File: config.mk
export PLATFORM = sky130hd
export DESIGN_NAME = buck_two_config_registers
export DESIGN_NICKNAME = d
export VERILOG_FILES = /design/src/inc/buck_two_pkg.sv /design/src/design/setpoint_field.sv /design/src/design/switching_config.sv /design/src/design/buck_two_config_registers.sv
export VERILOG_INCLUDE_DIRS = /design/src /design/src/inc
export SDC_FILE = /design/constraint.sdc
export NUM_CORES = 1
export LEC_CHECK = 0
export ABC_AREA = 1
export BUFFER_PORTS_ARGS = -buffer_cell sky130_fd_sc_hd__buf_2
export CAP_MARGIN = 20
export CELL_PAD_IN_SITES_DETAIL_PLACEMENT = 2
export CELL_PAD_IN_SITES_GLOBAL_PLACEMENT = 2
export CORE_ASPECT_RATIO = 0.6
export CORE_UTILIZATION = 26
export CTS_BUF_LIST = sky130_fd_sc_hd__clkbuf_4
export DETAILED_ROUTE_END_ITERATION = 10
export GPL_ROUTABILITY_DRIVEN = 0
export PLACE_DENSITY_LB_ADDON = 0.1
export SETUP_SLACK_MARGIN = 0.4
export SYNTH_ARGS = -nofsm -noshare
export SYNTH_HDL_FRONTEND = slang
export SYNTH_SLANG_ARGS = --single-unit
File: constraint.sdc
create_clock -name clk_in -period 1.3 [get_ports clk_in]
set_clock_uncertainty 0.1 [all_clocks]
set_input_delay 0.065 -clock clk_in [delete_from_list [all_inputs] [get_ports clk_in]]
set_output_delay 0.065 -clock clk_in [all_outputs]
set_load 0.02 [all_outputs]
File: src/inc/buck_two_params.svh
// constants for the buck two configuration register bank
`ifndef BUCK_TWO_PARAMS_SVH
`define BUCK_TWO_PARAMS_SVH

// ****************************************************************
// register byte addresses
// ****************************************************************
`define ADDR_NORMAL   8'h35
`define ADDR_STANDBY  8'h36
`define ADDR_SLEEP    8'h37
`define ADDR_MODE     8'h38
`define ADDR_CONF     8'h39

// ****************************************************************
// field positions
// ****************************************************************
`define SP_MSB           5
`define SP_LSB           0
`define RANGE_BIT        6
`define MODE_MSB         3
`define MODE_LSB         0
`define SLEEP_STATE_BIT  5
`define ILIM_BIT         0
`define FREQ_MSB         3
`define FREQ_LSB         2
`define PHASE_MSB        5
`define PHASE_LSB        4
`define DVS_MSB          7
`define DVS_LSB          6

// ****************************************************************
// reset values
// ****************************************************************
`define RST_SETPOINT  6'h00
`define RST_RANGE     1'b0
`define RST_MODE_REG  8'h80
`define RST_SLEEP_ST  1'b0
`define RST_CONF      8'h00
`define RD_ZERO       8'h00

`endif

File: src/inc/buck_two_pkg.sv
// types shared by the buck two configuration register bank
package buck_two_pkg;

  typedef logic [7:0] reg_byte_t;
  typedef logic [5:0] setpoint_t;
  typedef logic [3:0] mode_t;
  typedef logic [1:0] sel2_t;

  // register selected by an access address
  typedef enum logic [2:0] {
    SEL_NONE,
    SEL_NORMAL,
    SEL_STANDBY,
    SEL_SLEEP,
    SEL_MODE,
    SEL_CONF
  } reg_sel_t;

endpackage : buck_two_pkg

File: src/design/setpoint_field.sv
// one six bit read/write voltage set point field
`timescale 1ns/100ps
`include "buck_two_params.svh"

module setpoint_field (
  input  wire logic              clk_in,
  input  wire logic              sys_rst_in,
  input  wire logic              wr_en_in,
  input  wire buck_two_pkg::setpoint_t wdata_in,
  output buck_two_pkg::setpoint_t      value_out
);
  import buck_two_pkg::*;

  setpoint_t value_q;
  setpoint_t value_d;

  // ****************************************************************
  // set point storage
  // ****************************************************************

  // load on a host write, hold otherwise
  always_comb begin
    value_d = value_q;
    if (wr_en_in) begin
      value_d = wdata_in;
    end
  end

  // register, cleared by reset
  always_ff @(posedge clk_in or posedge sys_rst_in) begin
    if (sys_rst_in) begin
      value_q <= `RST_SETPOINT;
    end else begin
      value_q <= value_d;
    end
  end

  assign value_out = value_q;
endmodule : setpoint_field

File: src/design/switching_config.sv
// switching configuration byte: limit, frequency, phase, speed
`timescale 1ns/100ps
`include "buck_two_params.svh"

module switching_config (
  input  wire logic              clk_in,
  input  wire logic              sys_rst_in,
  input  wire logic              wr_en_in,
  input  wire buck_two_pkg::reg_byte_t wdata_in,
  output buck_two_pkg::reg_byte_t      conf_out,
  output logic                   current_limit_select_out,
  output buck_two_pkg::sel2_t    frequency_select_out,
  output buck_two_pkg::sel2_t    phase_clock_select_out,
  output buck_two_pkg::sel2_t    voltage_scaling_speed_out
);
  import buck_two_pkg::*;

  reg_byte_t conf_q;
  reg_byte_t conf_d;

  // ****************************************************************
  // configuration storage
  // ****************************************************************

  // every bit is read/write, the spare bit included
  always_comb begin
    conf_d = conf_q;
    if (wr_en_in) begin
      conf_d = wdata_in;
    end
  end

  // register, cleared by reset
  always_ff @(posedge clk_in or posedge sys_rst_in) begin
    if (sys_rst_in) begin
      conf_q <= `RST_CONF;
    end else begin
      conf_q <= conf_d;
    end
  end

  // field taps toward the regulator
  assign conf_out                  = conf_q;
  assign current_limit_select_out  = conf_q[`ILIM_BIT];
  assign frequency_select_out      = conf_q[`FREQ_MSB:`FREQ_LSB];
  assign phase_clock_select_out    = conf_q[`PHASE_MSB:`PHASE_LSB];
  assign voltage_scaling_speed_out = conf_q[`DVS_MSB:`DVS_LSB];
endmodule : switching_config

File: src/design/buck_two_config_registers.sv
// register bank controlling the second buck regulator
//
// Behaviour
// - the bank offers five byte registers at 0x35 to 0x39 to the host.
// - bits 5:0 of the normal register hold the normal set point, reset 0.
// - bit 6 of the normal register is the range bit, loaded only by config.
// - bits 5:0 of the standby register hold the standby set point, reset 0.
// - bit 6 of the standby register reads back the configured range bit.
// - bits 5:0 of the sleep register hold the sleep set point, reset 0.
// - bit 6 of the sleep register reads back the configured range bit.
// - bits 3:0 of the mode register pick the switching mode.
// - bit 5 of the mode register chooses off or pulse mode in sleep.
// - bit 0 of the config register picks high (0) or low (1) limit.
// - bits 3:2 of the config register pick the switching frequency.
// - bits 5:4 of the config register pick the phase clock.
// - bits 7:6 of the config register pick the voltage scaling speed.
`timescale 1ns/100ps
`include "buck_two_params.svh"

module buck_two_config_registers (
  input  wire logic                    clk_in,
  input  wire logic                    sys_rst_in,
  // register access from the serial bus engine
  input  wire logic [7:0]              reg_addr_in,
  input  wire logic                    reg_wr_in,
  input  wire logic                    reg_rd_in,
  input  wire buck_two_pkg::reg_byte_t reg_wdata_in,
  output buck_two_pkg::reg_byte_t      reg_rdata_out,
  output logic                         reg_rvalid_out,
  // range bit from one time or prototype configuration
  input  wire logic                    cfg_load_in,
  input  wire logic                    cfg_range_in,
  // controls toward the regulator
  output buck_two_pkg::setpoint_t      normal_setpoint_out,
  output buck_two_pkg::setpoint_t      standby_setpoint_out,
  output buck_two_pkg::setpoint_t      sleep_setpoint_out,
  output logic                         range_select_out,
  output buck_two_pkg::mode_t          switching_mode_out,
  output logic                         sleep_state_select_out,
  output logic                         current_limit_select_out,
  output buck_two_pkg::sel2_t          frequency_select_out,
  output buck_two_pkg::sel2_t          phase_clock_select_out,
  output buck_two_pkg::sel2_t          voltage_scaling_speed_out
);
  import buck_two_pkg::*;

  // full reset byte of the mode register; only the mode field is kept
  localparam reg_byte_t MODE_RST = `RST_MODE_REG;

  // ****************************************************************
  // helpers
  // ****************************************************************

  // map an access address onto the register it selects
  function automatic reg_sel_t decode_addr(input logic [7:0] addr);
    reg_sel_t sel;
    case (addr)
      `ADDR_NORMAL:  sel = SEL_NORMAL;
      `ADDR_STANDBY: sel = SEL_STANDBY;
      `ADDR_SLEEP:   sel = SEL_SLEEP;
      `ADDR_MODE:    sel = SEL_MODE;
      `ADDR_CONF:    sel = SEL_CONF;
      default:       sel = SEL_NONE;
    endcase
    return sel;
  endfunction : decode_addr

  // read byte of a voltage register: set point plus range bit
  function automatic reg_byte_t sp_byte(input logic      range,
                                        input setpoint_t sp);
    reg_byte_t b;
    b = `RD_ZERO;
    b[`SP_MSB:`SP_LSB] = sp;
    b[`RANGE_BIT] = range;
    return b;
  endfunction : sp_byte

  // ****************************************************************
  // decode
  // ****************************************************************

  reg_sel_t  wr_sel;
  reg_sel_t  rd_sel;
  setpoint_t wr_sp;
  logic      wr_normal;
  logic      wr_standby;
  logic      wr_sleep;
  logic      wr_conf;
  reg_byte_t conf_byte;

  // write strobes per register; unmapped writes hit nothing
  assign wr_sel     = decode_addr(reg_addr_in);
  assign rd_sel     = decode_addr(reg_addr_in);
  assign wr_sp      = reg_wdata_in[`SP_MSB:`SP_LSB];
  assign wr_normal  = reg_wr_in && (wr_sel == SEL_NORMAL);
  assign wr_standby = reg_wr_in && (wr_sel == SEL_STANDBY);
  assign wr_sleep   = reg_wr_in && (wr_sel == SEL_SLEEP);
  assign wr_conf    = reg_wr_in && (wr_sel == SEL_CONF);

  // ****************************************************************
  // set point registers
  // ****************************************************************

  // normal operation set point
  setpoint_field u_normal (
    .clk_in     (clk_in),
    .sys_rst_in (sys_rst_in),
    .wr_en_in   (wr_normal),
    .wdata_in   (wr_sp),
    .value_out  (normal_setpoint_out)
  );

  // standby set point
  setpoint_field u_standby (
    .clk_in     (clk_in),
    .sys_rst_in (sys_rst_in),
    .wr_en_in   (wr_standby),
    .wdata_in   (wr_sp),
    .value_out  (standby_setpoint_out)
  );

  // sleep set point
  setpoint_field u_sleep (
    .clk_in     (clk_in),
    .sys_rst_in (sys_rst_in),
    .wr_en_in   (wr_sleep),
    .wdata_in   (wr_sp),
    .value_out  (sleep_setpoint_out)
  );

  // ****************************************************************
  // range bit
  // ****************************************************************

  logic range_q;
  logic range_d;

  // only the configuration load moves it; host writes never do
  always_comb begin
    range_d = range_q;
    if (cfg_load_in) begin
      range_d = cfg_range_in;
    end
  end

  always_ff @(posedge clk_in or posedge sys_rst_in) begin
    if (sys_rst_in) begin
      range_q <= `RST_RANGE;
    end else begin
      range_q <= range_d;
    end
  end

  assign range_select_out = range_q;

  // ****************************************************************
  // mode register
  // ****************************************************************

  mode_t mode_q;
  mode_t mode_d;
  logic  sleep_st_q;
  logic  sleep_st_d;

  // only the mode field and the sleep state bit are stored
  always_comb begin
    mode_d     = mode_q;
    sleep_st_d = sleep_st_q;
    if (reg_wr_in && (wr_sel == SEL_MODE)) begin
      mode_d     = reg_wdata_in[`MODE_MSB:`MODE_LSB];
      sleep_st_d = reg_wdata_in[`SLEEP_STATE_BIT];
    end
  end

  always_ff @(posedge clk_in or posedge sys_rst_in) begin
    if (sys_rst_in) begin
      mode_q     <= MODE_RST[`MODE_MSB:`MODE_LSB];
      sleep_st_q <= `RST_SLEEP_ST;
    end else begin
      mode_q     <= mode_d;
      sleep_st_q <= sleep_st_d;
    end
  end

  assign switching_mode_out     = mode_q;
  assign sleep_state_select_out = sleep_st_q;

  // ****************************************************************
  // configuration register
  // ****************************************************************

  switching_config u_conf (
    .clk_in                    (clk_in),
    .sys_rst_in                (sys_rst_in),
    .wr_en_in                  (wr_conf),
    .wdata_in                  (reg_wdata_in),
    .conf_out                  (conf_byte),
    .current_limit_select_out  (current_limit_select_out),
    .frequency_select_out      (frequency_select_out),
    .phase_clock_select_out    (phase_clock_select_out),
    .voltage_scaling_speed_out (voltage_scaling_speed_out)
  );

  // ****************************************************************
  // read path
  // ****************************************************************

  reg_byte_t rdata_q;
  reg_byte_t rdata_d;
  logic      rvalid_q;
  logic      rvalid_d;

  // read byte one cycle after the strobe; unmapped reads give zero
  always_comb begin
    rdata_d  = rdata_q;
    rvalid_d = reg_rd_in;
    if (reg_rd_in) begin
      case (rd_sel)
        SEL_NORMAL: begin
          rdata_d = sp_byte(range_q, normal_setpoint_out);
        end
        SEL_STANDBY: begin
          rdata_d = sp_byte(range_q, standby_setpoint_out);
        end
        SEL_SLEEP: begin
          rdata_d = sp_byte(range_q, sleep_setpoint_out);
        end
        SEL_MODE: begin
          rdata_d = `RD_ZERO;
          rdata_d[`MODE_MSB:`MODE_LSB] = mode_q;
          rdata_d[`SLEEP_STATE_BIT]    = sleep_st_q;
        end
        SEL_CONF: begin
          rdata_d = conf_byte;
        end
        default: begin
          rdata_d = `RD_ZERO;
        end
      endcase
    end
  end

  always_ff @(posedge clk_in or posedge sys_rst_in) begin
    if (sys_rst_in) begin
      rdata_q  <= `RD_ZERO;
      rvalid_q <= 1'b0;
    end else begin
      rdata_q  <= rdata_d;
      rvalid_q <= rvalid_d;
    end
  end

  assign reg_rdata_out  = rdata_q;
  assign reg_rvalid_out = rvalid_q;
endmodule : buck_two_config_registers

==> results of run 1 <==
flip-flops by register name, summed over array words and instances, names as in the netlist:
| name | flops |
|---|---|
| reg_rdata_out | 8 |
| u_conf.conf_out | 8 |
| u_normal.value_out | 6 |
| u_sleep.value_out | 6 |
| u_standby.value_out | 6 |
| switching_mode_out | 4 |
| range_select_out | 1 |
| reg_rvalid_out | 1 |
| sleep_state_select_out | 1 |
cells by family after synthesis:
family / count (synthesis) / share of synthesized area
mux: 3 / 0.01651
buf+inv: 47 / 0.1046
simple gates: 126 / 0.3040
compound gates: 30 / 0.07339
flops: 41 / 0.5015
power breakdown:
group,internal (mW),switching (mW)
combinational,0.352,0.381
clock,0.422,0.467
sequential,1.35,0.0859
worst max-delay path: cells and delay by family, from the launching register on:
family	cells	cell delay [ns]
flip-flops	1	0.45
AND/OR/NAND/NOR	6	0.55
timing repair:
action                                 in CTS  in global routing
pin swaps                                  24                 20
buffers inserted                           22                  6
hold buffers                               12                  0
gates cloned                                2                  2
setup endpoints to repair                  67                 80
resized for setup                         121                 89
endpoints found under the hold margin      74                  0
worst max-delay path by stage:
stage                            endpoint  slack, ns
global route             reg_rdata_out[5]       0.03
detailed placement       reg_rdata_out[2]      -0.11
CTS                 switching_mode_out[2]       0.16
floorplan           switching_mode_out[0]       0.27
finish                   reg_rdata_out[5]       0.08
global placement         reg_rdata_out[2]      -0.04
metrics by stage:
step	setup slack [ns]	cell area [um2]	TNS [ns]	hold WS (ns)	util
after detailed placement	-0.1123	2699	-1.014	0.03966	0.3624
after global placement	-0.03683	2699	-0.2205	0.04064	0.3624
after CTS	0.1637	3520	0	0.04931	0.4726
after floorplan	0.2702	2152	0	-0.05049	-
after global routing	0.02510	3877	0	0.06051	0.5207
final	0.07525	3877	0	0.04156	0.5207
layout make-up:
type                       count  area, um2
clock buffer                   6      45.04
clock inverter                 2      33.78
fill                         792       3570
inverter                      33      152.6
multi-input combinational    159       1176
sequential                    41       1050
tap                          104      130.1
timing repair buffer         123       1290
placed cells by master (no fill, tap or decap), types with 2 or more instances in the layout:
master | synthesis | routed
sky130_fd_sc_hd__buf_4 | 8 | 22
sky130_fd_sc_hd__inv_1 | 30 | 22
sky130_fd_sc_hd__inv_2 | 2 | 5
sky130_fd_sc_hd__nor4_4 | 3 | 3
sky130_fd_sc_hd__o21ai_0 | 15 | 5
sky130_fd_sc_hd__dfrtp_2 | 0 | 19
sky130_fd_sc_hd__buf_6 | 0 | 61
sky130_fd_sc_hd__nand2_2 | 4 | 16
sky130_fd_sc_hd__nand4_1 | 2 | 2
sky130_fd_sc_hd__nor2_2 | 0 | 5
sky130_fd_sc_hd__o21ai_1 | 15 | 8
sky130_fd_sc_hd__nand3_1 | 35 | 11
sky130_fd_sc_hd__mux2_4 | 0 | 2
sky130_fd_sc_hd__buf_8 | 0 | 3
sky130_fd_sc_hd__dfrtp_1 | 41 | 22
sky130_fd_sc_hd__buf_12 | 0 | 7
sky130_fd_sc_hd__nand2_1 | 70 | 42
sky130_fd_sc_hd__clkbuf_4 | 0 | 6
sky130_fd_sc_hd__clkinv_4 | 0 | 2
sky130_fd_sc_hd__buf_2 | 6 | 16
sky130_fd_sc_hd__dlygate4sd3_1 | 0 | 12
sky130_fd_sc_hd__o21ai_2 | 0 | 17
sky130_fd_sc_hd__nand3_2 | 1 | 24
sky130_fd_sc_hd__nand2_4 | 0 | 15
sky130_fd_sc_hd__nor2_1 | 8 | 3
sky130_fd_sc_hd__nor2_4 | 2 | 2
sky130_fd_sc_hd__clkinv_1 | 1 | 2
layer usage:
layer  vias to the layer above  global-route usage
li1                       1013                   -
met2                        57              0.3774
met4                         0             0.03134
met3                        18             0.03685
met5                         -                   0
met1                      1172              0.2821
==> run_summary.xml, run 1 <==
<?xml version="1.0" encoding="UTF-8"?>
<metrics>
  <group name="clock_network">
    <metric name="clock_sink_count" unit="">41</metric>
    <metric name="cts_buffers" unit="">5</metric>
    <metric name="root_buffer" unit="">sky130_fd_sc_hd__clkbuf_4</metric>
    <metric name="htree_levels" unit="">2</metric>
    <metric name="cts_max_path_buffers" unit="">2</metric>
    <metric name="tritoncts" unit="">built</metric>
    <metric name="clkSlewWorstSetupHoldPaths" unit="ns">0.16</metric>
    <metric name="clk-insertion-delay-late" unit="ns">0.37</metric>
  </group>
  <group name="detailed_routing">
    <metric name="top_layer" unit="">met4</metric>
    <metric name="met1Wirelength" unit="mm">4.326</metric>
    <metric name="via_count" unit="">2260</metric>
    <metric name="route.detailed.drc" unit="">0</metric>
    <metric name="drt_iter0_drc" unit="">84</metric>
    <metric name="met3WireLength" unit="um">351</metric>
    <metric name="routed_wirelength" unit="mm">10.06</metric>
    <metric name="drt.antenna.violating_nets" unit="">0</metric>
    <metric name="detailed_route_vias_per_instance" unit="">4.829</metric>
    <metric name="routed_wire_length_per_instance" unit="um">21.49</metric>
    <metric name="met2_length" unit="mm">5.164</metric>
    <metric name="detailedRoute.firstPassIterationCount" unit="">4</metric>
  </group>
  <group name="setup_path">
    <metric name="reg2reg_setup_slack" unit="ns">0.08</metric>
    <metric name="critPathSlowestCell" unit="">sky130_fd_sc_hd__dfrtp_1</metric>
    <metric name="path_class" unit="">flip-flop to flip-flop</metric>
    <metric name="crit_arrival" unit="ns">1.35</metric>
    <metric name="worstSetupStartpointType" unit="">flip-flop</metric>
    <metric name="critPathCaptureType" unit="">flip-flop</metric>
    <metric name="cp_max_fo" unit="">3</metric>
    <metric name="timing.rr.end" unit="">reg_rdata_out[5]</metric>
    <metric name="worst_ep_required_time" unit="ns">1.42</metric>
    <metric name="ff2ff_path_depth" unit="">6</metric>
    <metric name="crit_chain" unit="">nand3_1 -&gt; nand2_1 -&gt; nor2_1 -&gt; nand2_1 -&gt; nand2_1 -&gt; nand2_1</metric>
    <metric name="origin_of_the_critical_flop_to_flop_path" unit="">u_conf.conf_out[5]</metric>
    <metric name="critPathMaxStageDelay" unit="ns">0.45</metric>
    <metric name="timing.critical_path.from" unit="">u_conf.conf_out[5]</metric>
    <metric name="crit_top_cell" unit="">sky130_fd_sc_hd__nand2_1</metric>
  </group>
  <group name="worst_hold_path">
    <metric name="worst_hold_path.num_cells" unit="">3</metric>
    <metric name="holdPathEnd" unit="">reg_rdata_out[7]</metric>
    <metric name="hp-start" unit="">reg_rd_in</metric>
    <metric name="hold_path.class" unit="">input pin to flip-flop</metric>
  </group>
  <group name="floorplanning">
    <metric name="design.portCount" unit="">62</metric>
    <metric name="die-area" unit="mm2">0.008239</metric>
    <metric name="floorplan.initialDensity" unit="">0.2747</metric>
    <metric name="die_height" unit="um">70.71</metric>
    <metric name="fp.coreArea" unit="mm2">0.007447</metric>
    <metric name="die_width" unit="um">116.5</metric>
    <metric name="num_rows" unit="">24</metric>
  </group>
  <group name="finish">
    <metric name="syn2layout_area_growth" unit="%">89.54</metric>
    <metric name="diodes" unit="">0</metric>
    <metric name="nets" unit="">385</metric>
    <metric name="post_route_cells_drive_above_1_share" unit="">0.6456</metric>
    <metric name="instances_no_fill" unit="">468</metric>
  </group>
  <group name="synthesis">
    <metric name="synth_largest_type_area_fraction" unit="">0.5015</metric>
    <metric name="syn-num-nets" unit="">269</metric>
    <metric name="synthesis.area" unit="mm2">0.002046</metric>
    <metric name="yosysTopAreaCell" unit="">sky130_fd_sc_hd__dfrtp_1</metric>
    <metric name="synth_seq_cells" unit="">41</metric>
    <metric name="synth-edff-count" unit="">0</metric>
    <metric name="postSynthAreaPerCell" unit="um2">8.282</metric>
    <metric name="seq_area_frac_synth" unit="">0.5015</metric>
    <metric name="ys.flop_type" unit="">sky130_fd_sc_hd__dfrtp_1</metric>
    <metric name="yosysMostFrequentCell" unit="">sky130_fd_sc_hd__nand2_1</metric>
    <metric name="synth_async_reset_ratio" unit="">1.000</metric>
    <metric name="syn_inst" unit="">247</metric>
    <metric name="synthesis.yosys.warnings" unit="">0</metric>
    <metric name="synth_area_leaders" unit="">sky130_fd_sc_hd__dfrtp_1, sky130_fd_sc_hd__nand2_1, sky130_fd_sc_hd__nand3_1</metric>
    <metric name="synth_top_cells_by_count" unit="">sky130_fd_sc_hd__nand2_1, sky130_fd_sc_hd__dfrtp_1, sky130_fd_sc_hd__nand3_1</metric>
    <metric name="synth.distinct_cells" unit="">18</metric>
  </group>
  <group name="flow_run">
    <metric name="maxCapViolCount" unit="">0</metric>
  </group>
  <group name="timing">
    <metric name="grt_setup_unrepaired" unit="">true</metric>
    <metric name="period_share" unit="">0.9421</metric>
    <metric name="final_hold_viol_count" unit="">0</metric>
    <metric name="fmax" unit="GHz">0.8165</metric>
    <metric name="slew_headroom" unit="">0.7412</metric>
    <metric name="finalWorstPathRequiredPeriod" unit="ns">1.225</metric>
    <metric name="report.final.setup_viol" unit="">0</metric>
    <metric name="least_margin_pin_slew" unit="ns">0.3859</metric>
    <metric name="report.final.slew_viol_count" unit="">0</metric>
  </group>
  <group name="placement">
    <metric name="buffer_ports.inserted" unit="">61</metric>
    <metric name="dp_cells" unit="">416</metric>
    <metric name="place_hpwl" unit="mm">5.235</metric>
  </group>
  <group name="grt">
    <metric name="grt_use_total" unit="">0.2148</metric>
    <metric name="grt_start_max_net_pins" unit="">42</metric>
    <metric name="globalRouteOverflowTotal" unit="">0</metric>
    <metric name="grt_antenna_before_repair" unit="">0</metric>
    <metric name="grt_first_pass_wirelength" unit="mm">13.10</metric>
    <metric name="via_count_of_the_first_global_routing_pass" unit="">2432</metric>
  </group>
  <group name="power_and_ir_drop">
    <metric name="design_power_total" unit="mW">3.063</metric>
    <metric name="static-leakage-power" unit="nW">1.891</metric>
    <metric name="power.ir.vdd_worst" unit="mV">0.3760</metric>
    <metric name="powerDensity" unit="mW/mm2">789.9</metric>
  </group>
  <group name="status">
    <metric name="outcome" unit="">complete, no violations</metric>
  </group>
</metrics>
Note: power is estimated with default switching activity, not from simulation.
==> inputs of run 2 (changes only) <==
CORE_UTILIZATION = 30   (was 26)
==> run 2 against run 1 <==
Global-route usage increased by 9.2 points. Worst setup slack improved by 0.0083 ns. Worst hold slack got worse by 0.039 ns. Via count increased by 6.4%. First-iteration DRC count increased by 82%. Critical path type unchanged. Critical endpoint unchanged. Largest power group unchanged.
==> run_summary.xml, run 2 (synthesized netlist as in run 1, its figures left out) <==
<?xml version="1.0" encoding="UTF-8"?>
<metrics>
  <group name="timing">
    <metric name="report.final.slew_viol_count" unit="">0</metric>
    <metric name="final.setup.worst_slack" unit="ns">0.08352</metric>
    <metric name="grt_setup_unrepaired" unit="">true</metric>
    <metric name="period_share" unit="">0.9358</metric>
    <metric name="finalWorstPathRequiredPeriod" unit="ns">1.216</metric>
    <metric name="fmax" unit="GHz">0.8220</metric>
    <metric name="least_margin_pin_slew" unit="ns">0.4243</metric>
    <metric name="final_hold_viol_count" unit="">0</metric>
    <metric name="fin_setup_tns" unit="ns">0</metric>
    <metric name="slew_headroom" unit="">0.7165</metric>
    <metric name="report.final.setup_viol" unit="">0</metric>
  </group>
  <group name="detailed_routing">
    <metric name="detailed_route_vias_per_instance" unit="">5.366</metric>
    <metric name="via_count" unit="">2404</metric>
    <metric name="routed_wirelength" unit="mm">12.54</metric>
    <metric name="routed_wire_length_per_instance" unit="um">28.00</metric>
    <metric name="detailedRoute.firstPassIterationCount" unit="">4</metric>
    <metric name="drt.antenna.violating_nets" unit="">0</metric>
    <metric name="drt_iter0_drc" unit="">153</metric>
    <metric name="route.detailed.drc" unit="">0</metric>
  </group>
  <group name="power_and_ir_drop">
    <metric name="powerDensity" unit="mW/mm2">864.8</metric>
    <metric name="power.ir.vdd_worst" unit="mV">0.5309</metric>
    <metric name="static-leakage-power" unit="nW">1.764</metric>
    <metric name="design_power_total" unit="mW">3.123</metric>
  </group>
  <group name="clock_network">
    <metric name="clk-insertion-delay-late" unit="ns">0.37</metric>
    <metric name="holdBufCountCts" unit="">12</metric>
    <metric name="cts_max_path_buffers" unit="">2</metric>
    <metric name="cts_buffers" unit="">5</metric>
    <metric name="htree_levels" unit="">2</metric>
    <metric name="root_buffer" unit="">sky130_fd_sc_hd__clkbuf_4</metric>
    <metric name="tritoncts" unit="">built</metric>
    <metric name="clkSlewWorstSetupHoldPaths" unit="ns">0.17</metric>
    <metric name="clock_sink_count" unit="">41</metric>
  </group>
  <group name="placement">
    <metric name="place_hpwl" unit="mm">5.235</metric>
    <metric name="buffer_ports.inserted" unit="">61</metric>
    <metric name="dp_cells" unit="">392</metric>
    <metric name="dpl_worst_slack" unit="ns">-0.05958</metric>
  </group>
  <group name="grt">
    <metric name="globalRouteOverflowTotal" unit="">0</metric>
    <metric name="grt_start_max_net_pins" unit="">26</metric>
    <metric name="via_count_of_the_first_global_routing_pass" unit="">2611</metric>
    <metric name="grt_use_total" unit="">0.3073</metric>
    <metric name="grt_first_pass_wirelength" unit="mm">15.56</metric>
    <metric name="grt_antenna_before_repair" unit="">0</metric>
  </group>
  <group name="finish">
    <metric name="multi_input_comb_area" unit="mm2">0.001036</metric>
    <metric name="fin_util" unit="">0.5704</metric>
    <metric name="instances_no_fill" unit="">448</metric>
    <metric name="nets" unit="">385</metric>
    <metric name="mostFrequentLayoutCell" unit="">sky130_fd_sc_hd__nand2_1</metric>
    <metric name="post_route_cells_drive_above_1_share" unit="">0.5687</metric>
    <metric name="final.fill_count" unit="">643</metric>
    <metric name="layout.cells.most_common_list" unit="">sky130_fd_sc_hd__nand2_1, sky130_fd_sc_hd__buf_6, sky130_fd_sc_hd__buf_4, sky130_fd_sc_hd__inv_1, sky130_fd_sc_hd__nand3_2</metric>
    <metric name="syn2layout_area_growth" unit="%">76.51</metric>
    <metric name="diodes" unit="">0</metric>
    <metric name="sequential_cell_area" unit="mm2">0.001051</metric>
  </group>
  <group name="floorplanning">
    <metric name="fp.coreArea" unit="mm2">0.006331</metric>
    <metric name="die_width" unit="um">108.6</metric>
    <metric name="floorplan.initialDensity" unit="">0.3231</metric>
    <metric name="design.portCount" unit="">62</metric>
    <metric name="die_height" unit="um">65.97</metric>
    <metric name="num_rows" unit="">22</metric>
    <metric name="die-area" unit="mm2">0.007164</metric>
  </group>
  <group name="flow_run">
    <metric name="maxCapViolCount" unit="">0</metric>
  </group>
  <group name="setup_path">
    <metric name="worstSetupStartpointType" unit="">flip-flop</metric>
    <metric name="critPathSlowestCell" unit="">sky130_fd_sc_hd__dfrtp_2</metric>
    <metric name="path_class" unit="">flip-flop to flip-flop</metric>
    <metric name="crit_family" unit="">simple AND/OR/NAND/NOR gates</metric>
    <metric name="worst_ep_required_time" unit="ns">1.48</metric>
    <metric name="crit_chain" unit="">nand3_2 -&gt; nand2_2 -&gt; nor2_2 -&gt; nand2_1 -&gt; nand2_1 -&gt; nand2_2</metric>
    <metric name="crit_arrival" unit="ns">1.40</metric>
    <metric name="cp_max_fo" unit="">3</metric>
    <metric name="ff2ff_path_depth" unit="">6</metric>
    <metric name="critPathMaxStageDelay" unit="ns">0.47</metric>
    <metric name="worst-path-stages" unit="">6</metric>
    <metric name="number_of_buffer_and_inverter_instances_along_the_worst_setup_path" unit="">0</metric>
    <metric name="critPathCaptureType" unit="">flip-flop</metric>
  </group>
  <group name="worst_hold_path">
    <metric name="worst_hold_path.num_cells" unit="">3</metric>
    <metric name="hold_path.class" unit="">input pin to flip-flop</metric>
  </group>
  <group name="status">
    <metric name="outcome" unit="">complete, no violations</metric>
  </group>
</metrics>
## run 2: cell count changes in the layout (fill, tap and decap cells not counted), moves of 4 or more
cell	delta
sky130_fd_sc_hd__o21ai_1	+11
sky130_fd_sc_hd__nand2_1	+18
sky130_fd_sc_hd__nand2_4	-10
sky130_fd_sc_hd__buf_6	-6
sky130_fd_sc_hd__o21ai_2	-11
sky130_fd_sc_hd__buf_2	+4
sky130_fd_sc_hd__nand2_2	-7
sky130_fd_sc_hd__buf_4	+8
## run 2: repair_timing
item | 4_1_cts | 5_1_grt
gates resized for setup | 105 | 49
hold endpoints to repair | 75 | 1
gates cloned | 0 | 3
buffers inserted | 21 | 12
endpoints found under the setup margin | 57 | 80
pin swaps | 17 | 25
## run 2: layout make-up
cell class	count	share of cell area
Sequential cell	41	0.2911
Tap cell	84	0.02911
Inverter	33	0.04158
Clock buffer	6	0.01247
Multi-Input combinational cell	159	0.2869
Timing Repair Buffer	123	0.3295
Clock inverter	2	0.009356
## run 2: tightest hold or removal path: cells and delay by family
kind	cells	cell delay [ns]
compound gates	1	0.09
buf+inv	1	0.15
simple gates	1	0.15
## run 2: routing by layer
metal / global-route usage / vias up / part of all wire
met5: 0 / - / 0.0022
met4: 0.1402 / 2 / 0.038
met3: 0.05123 / 37 / 0.052
met2: 0.5451 / 113 / 0.50
met1: 0.3669 / 1237 / 0.40
li1: - / 1015 / -
## run 2: path summary, 6_finish.rpt
| path | from | endpoint | slack (ns) |
|---|---|---|---|
| max reg2reg | u_standby.value_out[5] | reg_rdata_out[5] | 0.08 |
| min in group asynchronous | sys_rst_in | u_conf.conf_out[0] | 0.15 |
| max in group asynchronous | sys_rst_in | u_sleep.value_out[1] | 0.47 |
| max | u_standby.value_out[5] | reg_rdata_out[5] | 0.08 |
| min reg2reg | u_conf.conf_out[1] | u_conf.conf_out[1] | 0.46 |
| min | reg_wr_in | u_conf.conf_out[5] | 0.003 |
## run 2: metrics by stage
step | hold slack (ns) | area, um2
4_1_cts | 0.005106 | 3347
6_report | 0.002941 | 3611
2_1_floorplan | -0.05049 | 2152
3_3_place_gp | -0.01570 | 2619
5_1_grt | -0.01142 | 3611
3_5_place_dp | -0.01086 | 2619
## run 2: power by group
part / switching (mW) / leakage [nW] / internal [mW]
clock: 0.521 / 0.0433 / 0.422
combinational: 0.403 / 1.25 / 0.328
sequential: 0.0940 / 0.468 / 1.35
==> inputs of run 3 (changes only) <==
CORE_UTILIZATION = 29   (was 30)
SYNTH_HIERARCHICAL = 1   (was unset)
==> run 3 against run 2 <==
Synthesized cell count rose by 9.7%. Synthesized area fell by 0.12%. The run now fails in global routing.
==> run_summary.xml, run 3 <==
<?xml version="1.0" encoding="UTF-8"?>
<metrics>
  <group name="status">
    <metric name="outcome" unit="">stopped before the end</metric>
    <metric name="halt_stage" unit="">global routing</metric>
    <metric name="flow.first_error" unit="">[ERROR DPL-0033] detailed placement checks failed during check placement.</metric>
  </group>
  <group name="synthesis">
    <metric name="ys.flop_type" unit="">sky130_fd_sc_hd__dfrtp_1</metric>
    <metric name="synth_largest_type_area_fraction" unit="">0.5021</metric>
    <metric name="postSynthAreaPerCell" unit="um2">7.540</metric>
    <metric name="seq_area_frac_synth" unit="">0.5021</metric>
    <metric name="syn_inst" unit="">271</metric>
    <metric name="synth-edff-count" unit="">0</metric>
    <metric name="syn-num-nets" unit="">293</metric>
    <metric name="synth.distinct_cells" unit="">20</metric>
    <metric name="synthesis.yosys.warnings" unit="">6</metric>
    <metric name="synth_top_cells_by_count" unit="">sky130_fd_sc_hd__nand2_1, sky130_fd_sc_hd__dfrtp_1, sky130_fd_sc_hd__nand3_1</metric>
    <metric name="yosysMostFrequentCell" unit="">sky130_fd_sc_hd__nand2_1</metric>
    <metric name="synth_seq_cells" unit="">41</metric>
    <metric name="synth_async_reset_ratio" unit="">1.000</metric>
    <metric name="yosysTopAreaCell" unit="">sky130_fd_sc_hd__dfrtp_1</metric>
    <metric name="synth_area_leaders" unit="">sky130_fd_sc_hd__dfrtp_1, sky130_fd_sc_hd__nand2_1, sky130_fd_sc_hd__nand3_1</metric>
    <metric name="synthesis.area" unit="mm2">0.002043</metric>
  </group>
  <group name="grt">
    <metric name="grt_start_max_net_pins" unit="">19</metric>
    <metric name="grt_antenna_before_repair" unit="">0</metric>
  </group>
  <group name="timing">
    <metric name="classification_of_the_worst_endpoint" unit="">register data pin</metric>
    <metric name="worst_setup_endpoint_grt" unit="">reg_rdata_out[1]$_DFFE_PP0P_/D</metric>
  </group>
  <group name="clock_network">
    <metric name="root_buffer" unit="">sky130_fd_sc_hd__clkbuf_4</metric>
    <metric name="clock_sink_count" unit="">41</metric>
    <metric name="cts_buffers" unit="">5</metric>
    <metric name="htree_levels" unit="">2</metric>
    <metric name="cts_max_path_buffers" unit="">2</metric>
  </group>
  <group name="placement">
    <metric name="placement.cell_area" unit="mm2">0.002661</metric>
    <metric name="place_hpwl" unit="mm">6.054</metric>
    <metric name="dp_cells" unit="">430</metric>
    <metric name="buffer_ports.inserted" unit="">61</metric>
  </group>
  <group name="floorplanning">
    <metric name="die_height" unit="um">67.02</metric>
    <metric name="floorplan.initialDensity" unit="">0.3034</metric>
    <metric name="num_rows" unit="">23</metric>
    <metric name="design.portCount" unit="">62</metric>
    <metric name="die_width" unit="um">110.4</metric>
  </group>
</metrics>
==> run 3: cell count changes after synthesis, moves of 2 or more <==
| cell | change |
|---|---|
| sky130_fd_sc_hd__o21ai_1 | -14 |
| sky130_fd_sc_hd__inv_2 | +3 |
| sky130_fd_sc_hd__nand3_1 | -10 |
| sky130_fd_sc_hd__nor2_2 | +2 |
| sky130_fd_sc_hd__inv_1 | -11 |
| sky130_fd_sc_hd__buf_2 | -5 |
| sky130_fd_sc_hd__o21ai_0 | -10 |
| sky130_fd_sc_hd__nand2_1 | +69 |
| sky130_fd_sc_hd__mux2_2 | -2 |
| sky130_fd_sc_hd__nor2_4 | -2 |
| sky130_fd_sc_hd__buf_6 | +2 |
| sky130_fd_sc_hd__nor2_1 | +5 |
| sky130_fd_sc_hd__nor4_4 | -2 |
==> run 3: timing repair <==
item                                   in CTS
endpoints found under the hold margin      82
hold buffers                               12
gates resized for setup                   154
gates cloned                                1
setup endpoints to repair                  79
pin swaps                                  43
buffers inserted                           31
==> run 3: kinds of logic after synthesis <==
logic type,synth area share
compound gates,0.01469
buf+inv,0.09002
flops,0.5021
mux,0.005511
simple gates,0.3876
==> run 3: through the flow <==
step                setup TNS [ns]  hold slack, ns  setup slack (ns)  utilization
floorplan                        0         -0.2444           0.06930            -
global placement            -3.428         -0.1108           -0.1502       0.3952
detailed placement          -5.546         -0.1030           -0.2200       0.3952
CTS                              0         0.01285            0.1315       0.5394
==> inputs of run 4 (changes only) <==
CELL_PAD_IN_SITES_DETAIL_PLACEMENT = unset   (was 2)
CELL_PAD_IN_SITES_GLOBAL_PLACEMENT = unset   (was 2)
CORE_ASPECT_RATIO = unset   (was 0.6)
CORE_UTILIZATION = 30   (was 29)
CTS_BUF_LIST = unset   (was sky130_fd_sc_hd__clkbuf_4)
PLACE_DENSITY_LB_ADDON = 0.15   (was 0.1)
SETUP_SLACK_MARGIN = unset   (was 0.4)
==> run 4 against run 3 <==
The flow now finishes, with violations (DRC). Synthesized area did not move. Synthesized cell count did not move.
==> run_summary.xml, run 4 <==
<?xml version="1.0" encoding="UTF-8"?>
<metrics>
  <group name="clock_network">
    <metric name="clk-insertion-delay-late" unit="ns">0.29</metric>
    <metric name="cts_max_path_buffers" unit="">2</metric>
    <metric name="cts-resized-gates" unit="">0</metric>
    <metric name="holdBufCountCts" unit="">12</metric>
    <metric name="htree_levels" unit="">2</metric>
    <metric name="root_buffer" unit="">sky130_fd_sc_hd__clkbuf_8</metric>
    <metric name="clkSlewWorstSetupHoldPaths" unit="ns">0.08</metric>
    <metric name="cts_buffers" unit="">5</metric>
    <metric name="clock_sink_count" unit="">41</metric>
    <metric name="tritoncts" unit="">built</metric>
    <metric name="postCtsSetupBuffers" unit="">0</metric>
  </group>
  <group name="detailed_routing">
    <metric name="detailedRoute.firstPassIterationCount" unit="">10</metric>
    <metric name="route.detailed.drc" unit="">6</metric>
    <metric name="routed_wirelength" unit="mm">5.860</metric>
    <metric name="drt_iter0_drc" unit="">116</metric>
    <metric name="detailed_route_vias_per_instance" unit="">4.461</metric>
    <metric name="drt.antenna.violating_nets" unit="">0</metric>
    <metric name="via_count" unit="">1963</metric>
    <metric name="routed_wire_length_per_instance" unit="um">13.32</metric>
  </group>
  <group name="grt">
    <metric name="grt_antenna_before_repair" unit="">0</metric>
    <metric name="grt_use_total" unit="">0.1748</metric>
    <metric name="grt_first_pass_wirelength" unit="mm">9.542</metric>
    <metric name="grt_start_max_net_pins" unit="">16</metric>
    <metric name="via_count_of_the_first_global_routing_pass" unit="">1923</metric>
    <metric name="globalRouteOverflowTotal" unit="">0</metric>
  </group>
  <group name="power_and_ir_drop">
    <metric name="static-leakage-power" unit="nW">1.685</metric>
    <metric name="powerDensity" unit="mW/mm2">1004</metric>
    <metric name="power.ir.vdd_worst" unit="mV">0.6054</metric>
  </group>
  <group name="setup_path">
    <metric name="crit_arrival" unit="ns">1.27</metric>
    <metric name="crit_chain" unit="">buf_2 -&gt; inv_1 -&gt; nand2_2 -&gt; nor2_8 -&gt; inv_4 -&gt; nor2_1 -&gt; nand2_1 -&gt; nor2_1 -&gt; buf_4 -&gt; nand2_1 -&gt; nand2_1</metric>
    <metric name="crit_top_cell" unit="">sky130_fd_sc_hd__nand2_1</metric>
    <metric name="critPathCaptureType" unit="">flip-flop</metric>
    <metric name="cp_max_fo" unit="">8</metric>
    <metric name="timing.rr.end" unit="">reg_rdata_out[2]</metric>
    <metric name="worstSetupStartpointType" unit="">input pin</metric>
    <metric name="path_class" unit="">input pin to flip-flop</metric>
    <metric name="ff2ff_path_depth" unit="">6</metric>
    <metric name="critPathMaxStageDelay" unit="ns">0.22</metric>
    <metric name="reg2reg_setup_slack" unit="ns">0.21</metric>
    <metric name="worst_ep_required_time" unit="ns">1.43</metric>
    <metric name="critPathSlowestCell" unit="">sky130_fd_sc_hd__nor2_1</metric>
    <metric name="origin_of_the_critical_flop_to_flop_path" unit="">u_sleep/value_out[2]</metric>
  </group>
  <group name="finish">
    <metric name="final.fill_count" unit="">697</metric>
    <metric name="diodes" unit="">0</metric>
    <metric name="mostFrequentLayoutCell" unit="">sky130_fd_sc_hd__nand2_1</metric>
    <metric name="layout.cells.most_common_list" unit="">sky130_fd_sc_hd__nand2_1, sky130_fd_sc_hd__buf_2, sky130_fd_sc_hd__dfrtp_1, sky130_fd_sc_hd__nand3_1, sky130_fd_sc_hd__buf_4</metric>
    <metric name="post_route_cells_drive_above_1_share" unit="">0.2920</metric>
    <metric name="nets" unit="">384</metric>
    <metric name="syn2layout_area_growth" unit="%">35.82</metric>
    <metric name="fin_util" unit="">0.4297</metric>
  </group>
  <group name="synthesis">
    <metric name="synthesis.yosys.warnings" unit="">6</metric>
    <metric name="synth_seq_cells" unit="">41</metric>
    <metric name="synth.distinct_cells" unit="">20</metric>
    <metric name="syn-num-nets" unit="">293</metric>
    <metric name="synth_largest_type_area_fraction" unit="">0.5021</metric>
    <metric name="synth_area_leaders" unit="">sky130_fd_sc_hd__dfrtp_1, sky130_fd_sc_hd__nand2_1, sky130_fd_sc_hd__nand3_1</metric>
    <metric name="yosysMostFrequentCell" unit="">sky130_fd_sc_hd__nand2_1</metric>
    <metric name="ys.flop_type" unit="">sky130_fd_sc_hd__dfrtp_1</metric>
    <metric name="yosysTopAreaCell" unit="">sky130_fd_sc_hd__dfrtp_1</metric>
    <metric name="synth_top_cells_by_count" unit="">sky130_fd_sc_hd__nand2_1, sky130_fd_sc_hd__dfrtp_1, sky130_fd_sc_hd__nand3_1</metric>
    <metric name="synth_async_reset_ratio" unit="">1.000</metric>
    <metric name="synthesis.area" unit="mm2">0.002043</metric>
    <metric name="synth-edff-count" unit="">0</metric>
    <metric name="postSynthAreaPerCell" unit="um2">7.540</metric>
    <metric name="syn_inst" unit="">271</metric>
    <metric name="seq_area_frac_synth" unit="">0.5021</metric>
  </group>
  <group name="floorplanning">
    <metric name="die_width" unit="um">84.53</metric>
    <metric name="die_height" unit="um">84.53</metric>
    <metric name="floorplan.initialDensity" unit="">0.3164</metric>
    <metric name="num_rows" unit="">29</metric>
    <metric name="fp.coreArea" unit="mm2">0.006459</metric>
    <metric name="design.portCount" unit="">62</metric>
    <metric name="die-area" unit="mm2">0.007144</metric>
  </group>
  <group name="timing">
    <metric name="fmax" unit="GHz">0.8772</metric>
    <metric name="finalWorstPathRequiredPeriod" unit="ns">1.140</metric>
    <metric name="hold_ws" unit="ns">0.1871</metric>
    <metric name="slew_headroom" unit="">0.7974</metric>
    <metric name="final_hold_viol_count" unit="">0</metric>
    <metric name="period_share" unit="">0.8769</metric>
    <metric name="grt_setup_unrepaired" unit="">false</metric>
    <metric name="report.final.slew_viol_count" unit="">0</metric>
    <metric name="fin_setup_tns" unit="ns">0</metric>
    <metric name="report.final.setup_viol" unit="">0</metric>
    <metric name="least_margin_pin_slew" unit="ns">0.3036</metric>
  </group>
  <group name="status">
    <metric name="outcome" unit="">complete, but fails checks</metric>
    <metric name="failed_checks" unit="">DRC</metric>
  </group>
  <group name="flow_run">
    <metric name="maxCapViolCount" unit="">0</metric>
  </group>
  <group name="worst_hold_path">
    <metric name="hold_path.class" unit="">input pin to async pin</metric>
  </group>
  <group name="placement">
    <metric name="place_hpwl" unit="mm">4.441</metric>
    <metric name="buffer_ports.inserted" unit="">61</metric>
  </group>
</metrics>
[run 4: logic make-up after synthesis]
group,share of synthesized area
AND/OR/NAND/NOR,0.3876
multiplexers,0.005511
flip-flops,0.5021
buffers and inverters,0.09002
AO/OA/AOI/OAI,0.01469
[run 4: power by group]
group	internal [mW]	switching, mW
combinational	0.133	0.218
clock	0.626	0.438
sequential	1.32	0.0466
total	2.08	0.702
[run 4: stage by stage]
stage	worst slack [ns]	power, mW	std cells	instance area (um2)
final	0.1600	2.787	440	2775
after global routing	0.01491	2.917	440	2775
after CTS	0.1792	2.814	440	2775
after detailed placement	-0.1242	1.724	420	2539
after global placement	-0.1341	1.723	420	2539
after floorplan	-0.008907	1.567	271	2059
[run 4: metal layers]
layer  track usage  share of wire  vias up
met5             0              0        -
li1              -              -     1008
met3       0.03540          0.039        6
met1        0.2418           0.49      911
met4       0.04160         0.0090        0
met2        0.2823           0.46       38
[run 4: how the worst max path moves through the flow]
stage / start / cells past startpoint / to / slack, ns
after detailed placement: reg_addr_in[6] / 11 / u_conf/conf_out[5] / -0.12
after global placement: reg_addr_in[6] / 11 / u_conf/conf_out[1] / -0.13
final: reg_addr_in[6] / 11 / u_conf/conf_out[5] / 0.16
after CTS: reg_addr_in[6] / 11 / u_conf/conf_out[5] / 0.18
after floorplan: reg_addr_in[6] / 9 / u_standby/value_out[0] / -0.009
after global routing: reg_addr_in[6] / 11 / u_conf/conf_out[0] / 0.01
[run 4: worst max-delay path, delay by kind of cell]
| kind | cells | cell delay, ns |
|---|---|---|
| AND/OR/NAND/NOR | 7 | 0.80 |
| buffers and inverters | 4 | 0.40 |
[run 4: cell type report]
type / instances / area, um2 / area share
well taps: 77 / 96.34 / 0.03472
clock buffers: 7 / 86.33 / 0.03111
multi-input cells: 194 / 849.6 / 0.3061
flip-flops and latches: 41 / 1026 / 0.3697
clock inverters: 1 / 30.03 / 0.01082
repair buffers: 95 / 590.6 / 0.2128
inverters: 25 / 96.34 / 0.03472
